--- config.mk ---
export PLATFORM = sky130hd
export DESIGN_NAME = dtc_timer_top
export DESIGN_NICKNAME = d
export VERILOG_FILES = /design/src/dtc_timer_top.v /design/src/dtc_sync.v /design/src/dtc_prescale.v
export VERILOG_INCLUDE_DIRS = /design/src
export SDC_FILE = /design/constraint.sdc
export NUM_CORES = 1
export LEC_CHECK = 0
export BUFFER_PORTS_ARGS = -buffer_cell sky130_fd_sc_hd__buf_2
export CAP_MARGIN = 25
export CORE_UTILIZATION = 25
export DETAILED_ROUTE_END_ITERATION = 7
export HOLD_SLACK_MARGIN = 0.03
export SKIP_LAST_GASP = 1
export SYNTH_ARGS = -nofsm -noshare
export SYNTH_HDL_FRONTEND = slang
export SYNTH_SLANG_ARGS = --single-unit
--- constraint.sdc ---
create_clock -name clk -period 2.6 [get_ports clk]
set_input_delay 0 -clock clk [delete_from_list [all_inputs] [get_ports clk]]
set_output_delay 0 -clock clk [all_outputs]
set_load 0.05 [all_outputs]
--- src/dtc_defines.vh ---
`ifndef DTC_DEFINES_VH
`define DTC_DEFINES_VH

// Register indexes; byte address is four times the index
`define DTC_IDX_TCTRL     8'h88
`define DTC_IDX_TMODE     8'h89
`define DTC_IDX_T0_LOW    8'h8A
`define DTC_IDX_T1_LOW    8'h8B
`define DTC_IDX_T0_HIGH   8'h8C
`define DTC_IDX_T1_HIGH   8'h8D
`define DTC_IDX_RATE      8'h8E
`define DTC_IDX_IRQ_STAT  8'h40
`define DTC_IDX_IRQ_MASK  8'h41

// timer_ctrl_flags fields
`define DTC_TF1_BIT       7
`define DTC_TR1_BIT       6
`define DTC_TF0_BIT       5
`define DTC_TR0_BIT       4

// timer_mode_select fields, timer 1 nibble is 7:4, timer 0 nibble 3:0
`define DTC_T1_GATE_BIT   7
`define DTC_T1_SRC_BIT    6
`define DTC_T0_GATE_BIT   3
`define DTC_T0_SRC_BIT    2

// clock_rate_ctrl fields
`define DTC_T1_RATE_BIT   4
`define DTC_T0_RATE_BIT   3

// Mode codes
`define DTC_MODE_13BIT    2'b00
`define DTC_MODE_16BIT    2'b01
`define DTC_MODE_RELOAD   2'b10
`define DTC_MODE_SPLIT    2'b11

// Reset values
`define DTC_RST_TCTRL     8'h00
`define DTC_RST_TMODE     8'h00
`define DTC_RST_COUNT     8'h00
`define DTC_RST_RATE      8'h01

// Core clock dividers
`define DTC_DIV_FAST      4'd4
`define DTC_DIV_SLOW      4'd12

`endif

--- src/dtc_timer_top.v ---
// Chosen here: the Avalon-MM slave port.
`timescale 1ns/1ps
`include "dtc_defines.vh"

module dtc_timer_top (
    input  wire        clk,
    input  wire        nrst,
    input  wire [9:0]  avs_address,
    input  wire        avs_read,
    input  wire        avs_write,
    input  wire [31:0] avs_writedata,
    input  wire [3:0]  avs_byteenable,
    output wire [31:0] avs_readdata,
    output wire        avs_waitrequest,
    input  wire        t0_event_pin,
    input  wire        t1_event_pin,
    input  wire        ext_irq0_pin,
    input  wire        ext_irq1_pin,
    input  wire        t0_isr_ack,
    input  wire        t1_isr_ack,
    output wire        t0_overflow_out,
    output wire        t1_overflow_out,
    output wire        irq
);

    function sel;
        input [7:0] idx;
        input [7:0] reg_idx;
        begin
            sel = (idx == reg_idx);
        end
    endfunction

    // Returns {overflow, high, low} after one increment
    function [16:0] cnt_step;
        input [1:0] mode;
        input [7:0] lo;
        input [7:0] hi;
        reg   [13:0] s13;
        reg   [16:0] s16;
        begin
            s13 = {1'b0, hi, lo[4:0]} + 14'd1;
            s16 = {1'b0, hi, lo} + 17'd1;
            case (mode)
                `DTC_MODE_13BIT: begin
                    cnt_step = {s13[13], s13[12:5], lo[7:5], s13[4:0]};
                end
                `DTC_MODE_16BIT: begin
                    cnt_step = s16;
                end
                `DTC_MODE_RELOAD: begin
                    if (lo == 8'hFF)
                        cnt_step = {1'b1, hi, hi};
                    else
                        cnt_step = {1'b0, hi, lo + 8'h01};
                end
                default: begin
                    cnt_step = {1'b0, hi, lo};
                end
            endcase
        end
    endfunction

    reg        ack_q;
    reg [7:0]  rdata_q;
    reg [7:0]  rdata_d;
    reg        t0_run_q;
    reg        t1_run_q;
    reg        t0_overflow_flag_q;
    reg        t1_overflow_flag_q;
    reg [7:0]  tmode_q;
    reg [7:0]  rate_q;
    reg [7:0]  t0_low_q;
    reg [7:0]  t0_high_q;
    reg [7:0]  t1_low_q;
    reg [7:0]  t1_high_q;
    reg [1:0]  irq_stat_q;
    reg [1:0]  irq_mask_q;
    reg [1:0]  ev_prev_q;
    reg        t0_out_q;
    reg        t1_out_q;

    wire [3:0] pins_s;
    wire       tick_fast;
    wire       tick_slow;

    dtc_sync #(
        .W(4)
    ) u_sync (
        .clk      (clk),
        .nrst     (nrst),
        .pin_in   ({ext_irq1_pin, ext_irq0_pin, t1_event_pin, t0_event_pin}),
        .pin_sync (pins_s)
    );

    dtc_prescale u_prescale (
        .clk       (clk),
        .nrst      (nrst),
        .tick_fast (tick_fast),
        .tick_slow (tick_slow)
    );

    // Register bus: one wait state, read data registered
    wire       req       = avs_read | avs_write;
    wire [7:0] idx       = avs_address[9:2];
    wire [7:0] wd        = avs_writedata[7:0];
    wire       wr_go     = avs_write & ack_q & avs_byteenable[0];
    wire       wr_tctrl  = wr_go & sel(idx, `DTC_IDX_TCTRL);
    wire       wr_tmode  = wr_go & sel(idx, `DTC_IDX_TMODE);
    wire       wr_rate   = wr_go & sel(idx, `DTC_IDX_RATE);
    wire       wr_t0_lo  = wr_go & sel(idx, `DTC_IDX_T0_LOW);
    wire       wr_t0_hi  = wr_go & sel(idx, `DTC_IDX_T0_HIGH);
    wire       wr_t1_lo  = wr_go & sel(idx, `DTC_IDX_T1_LOW);
    wire       wr_t1_hi  = wr_go & sel(idx, `DTC_IDX_T1_HIGH);
    wire       wr_istat  = wr_go & sel(idx, `DTC_IDX_IRQ_STAT);
    wire       wr_imask  = wr_go & sel(idx, `DTC_IDX_IRQ_MASK);
    wire       t0_wr     = wr_t0_lo | wr_t0_hi;
    wire       t1_wr     = wr_t1_lo | wr_t1_hi;

    assign avs_waitrequest = req & ~ack_q;
    assign avs_readdata    = {24'h00_0000, rdata_q};

    // Falling edges on the synchronised count pins
    wire [1:0] ev_fall = ev_prev_q & ~pins_s[1:0];

    // Timer 0 controls
    wire [1:0] t0_mode  = tmode_q[1:0];
    wire       t0_gate  = tmode_q[`DTC_T0_GATE_BIT];
    wire       t0_src   = tmode_q[`DTC_T0_SRC_BIT];
    wire       t0_core  = rate_q[`DTC_T0_RATE_BIT] ? tick_fast : tick_slow;
    wire       t0_tick  = t0_src ? ev_fall[0] : t0_core;
    wire       t0_split = (t0_mode == `DTC_MODE_SPLIT);
    wire       t0_en    = t0_run_q & (~t0_gate | pins_s[2]) & t0_tick;

    // Timer 1 controls
    wire [1:0] t1_mode  = tmode_q[5:4];
    wire       t1_gate  = tmode_q[`DTC_T1_GATE_BIT];
    wire       t1_src   = tmode_q[`DTC_T1_SRC_BIT];
    wire       t1_core  = rate_q[`DTC_T1_RATE_BIT] ? tick_fast : tick_slow;
    wire       t1_tick  = t1_src ? ev_fall[1] : t1_core;
    wire       t1_stop  = (t1_mode == `DTC_MODE_SPLIT);
    // Split timer 0 owns the timer 1 run bit; timer 1 then runs on its mode and gate alone
    wire       t1_runok = t0_split | t1_run_q;
    wire       t1_en    = t1_runok & (~t1_gate | pins_s[3]) & t1_tick & ~t1_stop;

    wire [16:0] t0_step = cnt_step(t0_mode, t0_low_q, t0_high_q);
    wire [16:0] t1_step = cnt_step(t1_mode, t1_low_q, t1_high_q);
    wire [8:0]  tl0_inc = {1'b0, t0_low_q} + 9'd1;
    wire [8:0]  th0_inc = {1'b0, t0_high_q} + 9'd1;

    // Split high byte: core clock only, timer 1 run bit
    wire th0_en  = t0_split & t1_run_q & t0_core;

    // Writes suppress the timer's increment and overflow that cycle
    wire t0_ovf  = t0_en & ~t0_wr & (t0_split ? tl0_inc[8] : t0_step[16]);
    wire th0_ovf = th0_en & ~t0_wr & th0_inc[8];
    wire t1_ovf  = t1_en & ~t1_wr & t1_step[16];
    wire tf1_set = th0_ovf | (t1_ovf & ~t0_split);

    // Read data mux
    always @* begin
        rdata_d = 8'h00;
        case (idx)
            `DTC_IDX_TCTRL: begin
                rdata_d = {t1_overflow_flag_q, t1_run_q, t0_overflow_flag_q, t0_run_q, 4'h0};
            end
            `DTC_IDX_TMODE: begin
                rdata_d = tmode_q;
            end
            `DTC_IDX_T0_LOW: begin
                rdata_d = t0_low_q;
            end
            `DTC_IDX_T1_LOW: begin
                rdata_d = t1_low_q;
            end
            `DTC_IDX_T0_HIGH: begin
                rdata_d = t0_high_q;
            end
            `DTC_IDX_T1_HIGH: begin
                rdata_d = t1_high_q;
            end
            `DTC_IDX_RATE: begin
                rdata_d = rate_q;
            end
            `DTC_IDX_IRQ_STAT: begin
                rdata_d = {6'h00, irq_stat_q};
            end
            `DTC_IDX_IRQ_MASK: begin
                rdata_d = {6'h00, irq_mask_q};
            end
            default: begin
                rdata_d = 8'h00;
            end
        endcase
    end

    // Bus handshake and configuration
    always @(posedge clk) begin
        if (!nrst) begin
            ack_q      <= 1'b0;
            rdata_q    <= 8'h00;
            tmode_q    <= `DTC_RST_TMODE;
            rate_q     <= `DTC_RST_RATE;
            irq_mask_q <= 2'b00;
            ev_prev_q  <= 2'b00;
        end else begin
            ack_q     <= req & ~ack_q;
            ev_prev_q <= pins_s[1:0];
            if (avs_read & ~ack_q)
                rdata_q <= rdata_d;
            if (wr_tmode)
                tmode_q <= wd;
            if (wr_rate)
                rate_q <= wd;
            if (wr_imask)
                irq_mask_q <= wd[1:0];
        end
    end

    // Run bits, overflow flags and output pulses
    always @(posedge clk) begin
        if (!nrst) begin
            t0_run_q           <= 1'b0;
            t1_run_q           <= 1'b0;
            t0_overflow_flag_q <= 1'b0;
            t1_overflow_flag_q <= 1'b0;
            t0_out_q           <= 1'b0;
            t1_out_q           <= 1'b0;
            irq_stat_q         <= 2'b00;
        end else begin
            t0_out_q <= t0_ovf;
            t1_out_q <= t1_ovf | th0_ovf;
            if (wr_tctrl) begin
                t0_run_q <= wd[`DTC_TR0_BIT];
                t1_run_q <= wd[`DTC_TR1_BIT];
            end
            // Hardware set wins over software or vector clear
            if (t0_ovf)
                t0_overflow_flag_q <= 1'b1;
            else if (t0_isr_ack)
                t0_overflow_flag_q <= 1'b0;
            else if (wr_tctrl)
                t0_overflow_flag_q <= wd[`DTC_TF0_BIT];
            if (tf1_set)
                t1_overflow_flag_q <= 1'b1;
            else if (t1_isr_ack)
                t1_overflow_flag_q <= 1'b0;
            else if (wr_tctrl)
                t1_overflow_flag_q <= wd[`DTC_TF1_BIT];
            irq_stat_q <= (irq_stat_q & ~({2{wr_istat}} & wd[1:0])) | {tf1_set, t0_ovf};
        end
    end

    // Timer 0 count
    always @(posedge clk) begin
        if (!nrst) begin
            t0_low_q  <= `DTC_RST_COUNT;
            t0_high_q <= `DTC_RST_COUNT;
        end else if (t0_wr) begin
            if (wr_t0_lo)
                t0_low_q <= wd;
            if (wr_t0_hi)
                t0_high_q <= wd;
        end else if (t0_split) begin
            if (t0_en)
                t0_low_q <= tl0_inc[7:0];
            if (th0_en)
                t0_high_q <= th0_inc[7:0];
        end else if (t0_en) begin
            t0_low_q  <= t0_step[7:0];
            t0_high_q <= t0_step[15:8];
        end
    end

    // Timer 1 count; mode 11 clears t1_en so the count holds
    always @(posedge clk) begin
        if (!nrst) begin
            t1_low_q  <= `DTC_RST_COUNT;
            t1_high_q <= `DTC_RST_COUNT;
        end else if (t1_wr) begin
            if (wr_t1_lo)
                t1_low_q <= wd;
            if (wr_t1_hi)
                t1_high_q <= wd;
        end else if (t1_en) begin
            t1_low_q  <= t1_step[7:0];
            t1_high_q <= t1_step[15:8];
        end
    end

    assign t0_overflow_out = t0_out_q;
    assign t1_overflow_out = t1_out_q;
    assign irq             = |(irq_stat_q & irq_mask_q);

endmodule // dtc_timer_top

--- src/dtc_sync.v ---
`timescale 1ns/1ps
module dtc_sync #(
    parameter W = 4
) (
    input  wire         clk,
    input  wire         nrst,
    input  wire [W-1:0] pin_in,
    output wire [W-1:0] pin_sync
);
    reg [W-1:0] meta_q;
    reg [W-1:0] sync_q;

    // First stage feeds only the second stage
    always @(posedge clk) begin
        if (!nrst) begin
            meta_q <= {W{1'b0}};
            sync_q <= {W{1'b0}};
        end else begin
            meta_q <= pin_in;
            sync_q <= meta_q;
        end
    end

    assign pin_sync = sync_q;
endmodule // dtc_sync

--- src/dtc_prescale.v ---
`timescale 1ns/1ps
`include "dtc_defines.vh"
module dtc_prescale (
    input  wire clk,
    input  wire nrst,
    output wire tick_fast,
    output wire tick_slow
);
    reg [3:0] slow_cnt_q;
    reg [3:0] fast_cnt_q;
    reg       fast_q;
    reg       slow_q;

    always @(posedge clk) begin
        if (!nrst) begin
            slow_cnt_q <= 4'h0;
            fast_cnt_q <= 4'h0;
            fast_q     <= 1'b0;
            slow_q     <= 1'b0;
        end else begin
            fast_q <= (fast_cnt_q == `DTC_DIV_FAST - 4'd1);
            slow_q <= (slow_cnt_q == `DTC_DIV_SLOW - 4'd1);
            if (fast_cnt_q == `DTC_DIV_FAST - 4'd1)
                fast_cnt_q <= 4'h0;
            else
                fast_cnt_q <= fast_cnt_q + 4'd1;
            if (slow_cnt_q == `DTC_DIV_SLOW - 4'd1)
                slow_cnt_q <= 4'h0;
            else
                slow_cnt_q <= slow_cnt_q + 4'd1;
        end
    end

    assign tick_fast = fast_q;
    assign tick_slow = slow_q;
endmodule // dtc_prescale

==> impl_metrics.csv <==
group,metric,value,unit
run_status,status,"finished clean",
critical_path,r2r_cells,7,
hold_path,worst_hold_path_type,"in -> reg",
grt,use_met1,22.0,%
place,place_area,6260,um2
timing,setup_violations,0,
timing,finalCriticalPeriod,2.13,ns
logic_synthesis,synth_top_cells_by_area,"dfxtp_1 (30%), mux2i_1 (5.2%), o21ai_0 (4.9%), nand2_1 (4.7%), a21oi_1 (4.5%)",
pwr,power_density,443,nW/um2
pwr,p_int,0.00210,W
run,drv_cap,0,
timing,relSlewSlack,49.7,%
floorplanning,core-area,22700,um2
grt,antenna_found_initial,0,
pwr,netSwitchingPower,0.000869,W
cts,cts_max_path_buffers,2,
route,first_iter_violations,501,
cts,cts_max_level,3,
floorplanning,die_h,154,um
cts,cts_resized,0,
logic_synthesis,synth_top_area_cell,"dfxtp_1",
logic_synthesis,synth_xor_area_share,2.72,%
critical_path,crit_path_start_kind,"flop",
place,gp_congestion,0.881,
logic_synthesis,yosys.area_share.simple,25.0,%
hold_path,hold_path_depth,3,
critical_path,cpPeakStageDelay,0.43,ns
grt,grt_pass1_vias,5163,
layout,fin_util,29.5,%
timing,max_slew.worst_pin.slew,0.751,ns
critical_path,slowest_stage,"dfxtp_1",
route,ant_nets,0,
layout,antennaDiodeCount,0,
logic_synthesis,synth_top_area_share,30.0,%
logic_synthesis,synth_fa_ha_area_share,1.94,%
pwr,leakage,2.51,nW
logic_synthesis,synth_top_family_by_area,"compound AO/OA/AOI/OAI gates",
grt,grt_max_degree,61,
logic_synthesis,synthesis.instances,743,
route,route.vias.total,5711,
critical_path,cp-end-kind,"flop",
floorplanning,rows,55,
critical_path,arrival,2.44,ns
layout,syn2layout_area_growth,15.6,%
cts,post_cts_buffers,0,
pwr,p_seq_share,45.7,%
logic_synthesis,synth.distinct_cells,73,
route,wl,18.4,mm
route,drt-pass1-iter-count,5,
cts,cts-root-buf,"clkbuf_16",
floorplanning,die-area,23800,um2
logic_synthesis,synthesis.area,5800,um2
logic_synthesis,async_flop_share,0,%
route,route.detailed.drc,0,
pwr,total_power,0.00297,W
timing,tns,0,ns
timing,slew_viol_final,0,
logic_synthesis,synth.avg_cell_area,7.81,um2
floorplanning,dieWidth,154,um
grt,use_met2,24.2,%
logic_synthesis,synthMuxAreaShare,7.50,%
cts,cts.clk_slew.worst_paths,0.07,ns
logic_synthesis,synthFlopType,"dfxtp_1",
layout,fin_area,6710,um2
pwr,switching_share,29.3,%
logic_synthesis,yosysSeqAreaShare,30.0,%
grt,grt_overflow,0,
place,dp.final_hpwl,13.2,mm
timing,period_share,81.9,%
timing,hold_viol,0,
route,via_per_inst,5.32,
logic_synthesis,yosysWarnings,0,
cts,cts.sinks,87,
layout,nFillCells,2437,
place,port_buffers,38,
grt,busiest_layer,"met2",
critical_path,cp_cell_sequence,"ha_1 > and4_1 > nand2_1 > nor2_1 > o2111ai_1 > nand2_1 > o21a_1",
floorplanning,initial_utilization,25.6,%
critical_path,cpMostUsedCell,"nand2_1",
critical_path,worst_ep_required_time,2.91,ns
timing,rsz0062_at_grt,"false",
critical_path,worstSetupPathType,"reg -> reg",
cts,ctsHoldBuffers,15,
layout,drive_gt1_share,14.8,%
cts,insertion_delay,0.36,ns
grt,grt_first_pass_wirelength,29.0,mm
timing,max_freq,470,MHz
logic_synthesis,synth_edf_count,0,
cts,cts_tree,"yes",
pwr,max-vdd-ir-drop,0.447,mV
grt,grt_use_met3,1.91,%
critical_path,cp_max_fo,7,
layout,nets,849,
logic_synthesis,synth_compound_area_share,25.0,%
pwr,p_clk_share,45.0,%
cts,cts_buffers,9,
floorplanning,ios,92,
pwr,p_comb_share,9.2,%
logic_synthesis,synth_seq_cells,87,
timing,fin_skew,0.0122,ns
grt,grt_usage,15.6,%
route,routedWlPerCell,17.1,um
metal layers:
layer / routed length, um / up-vias
met2: 8110 / 214
met1: 8740 / 2710
met5: 0 / -
met4: 416 / 0
met3: 1100 / 25
li1: - / 2762
area by class of cell:
class / instances / area (um2) / share of cell area (%)
flip-flops and latches: 87 / 1740 / 26.0
repair buffers: 83 / 566 / 8.43
clock buffers: 9 / 225 / 3.36
multi-input cells: 590 / 3700 / 55.1
inverters: 13 / 48.8 / 0.727
well taps: 285 / 357 / 5.32
clock inverters: 7 / 72.6 / 1.08
through the flow:
stage | worst slack [ns] | instances | hold WS, ns
after global placement | 0.521 | 1043 | 0.206
after floorplan | 0.684 | 766 | 0.125
final | 0.470 | 1074 | 0.0661
after detailed placement | 0.495 | 1043 | 0.209
after CTS | 0.491 | 1074 | 0.0373
after global routing | 0.318 | 1074 | 0.0961
cells in the final DEF, fill, tap and decap left out, types with 3 or more instances in the layout:
master         count
inv_1             13
buf_4             30
xnor2_1           10
nand3b_1           3
a31oi_1           14
o21a_1             3
nand4_1           11
dlygate4sd3_1     15
ha_1               9
and4_1             9
o211ai_1           6
nand3_1           46
nor3b_1            4
nor2b_1           10
nor2_1            63
and2_1            17
clkbuf_16          9
a22o_1             5
o31ai_2            5
mux2i_1           30
mux2_2             8
conb_1            24
o31ai_1            5
inv_6              3
nor4_1             4
o21ai_0           57
dfxtp_1           87
a31o_2             4
a22oi_1            7
a221oi_1           7
nor3_1            11
nand2_1           73
o22ai_1            9
and3_1            13
xor2_1             8
a211oi_1           7
nand2b_1           7
a21oi_1           52
a311oi_1           5
buf_2             38
state kept, by name, summed over array words and instances (netlist names), 2 cells and up:
register and cells:
irq_mask_q 2, t0_low_q 8, t1_low_q 8, tmode_q 8, rate_q 8, u_sync.meta_q 4, u_sync.pin_sync 4, t0_high_q 8
u_prescale.fast_cnt_q 4, irq_stat_q 2, ev_prev_q 2, t1_high_q 8, u_prescale.slow_cnt_q 4, rdata_q 8
power by group through the flow:
stage               logic, W  registers, W  clock network [W]
global placement    0.000253       0.00139                  0
global route        0.000292       0.00136            0.00142
floorplan           0.000207       0.00139                  0
CTS                 0.000273       0.00136            0.00136
finish              0.000274       0.00136            0.00134
detailed placement  0.000254       0.00139                  0
logic make-up (layout without fill, tap and decap cells):
logic type | Yosys count | count (layout)
and+or+nand+nor | 283 | 283
AOI/OAI and AO/OA | 216 | 216
buffers and inverters | 89 | 112
DFF | 87 | 87
muxes | 40 | 40
xor gates and xnor gates | 18 | 18
adders and majority gates | 9 | 9
other | 1 | 24
worst max-delay path, delay by kind of cell, from the launching register on:
kind                     cells  cell delay, ns
AND/OR/NAND/NOR              4            1.07
flip-flops                   1            0.43
AO/OA/AOI/OAI                2            0.32
adder cells (fa/ha/maj)      1            0.26
synth_stat cells, types with 6 or more instances:
cell	n
dfxtp_1	87
nand2_1	73
nor2_1	63
o21ai_0	57
a21oi_1	52
nand3_1	46
clkbuf_1	36
mux2i_1	30
buf_4	25
and2_1	17
a31oi_1	14
and3_1	13
inv_1	13
buf_2	11
nand4_1	11
nor3_1	11
nor2b_1	10
xnor2_1	10
and4_1	9
ha_1	9
o22ai_1	9
mux2_2	8
xor2_1	8
a211oi_1	7
a221oi_1	7
a22oi_1	7
nand2b_1	7
o211ai_1	6
worst paths after layout:
kind	start	slack [ns]	end
setup / recovery	t1_low_q[0]	0.47	irq_stat_q[1]
hold / removal	avs_writedata[0]	0.07	rate_q[0]
setup reg to reg	t1_low_q[0]	0.47	irq_stat_q[1]
hold reg to reg	u_sync.meta_q[3]	0.43	u_sync.pin_sync[3]
Note: power is estimated with default switching activity, not from simulation.
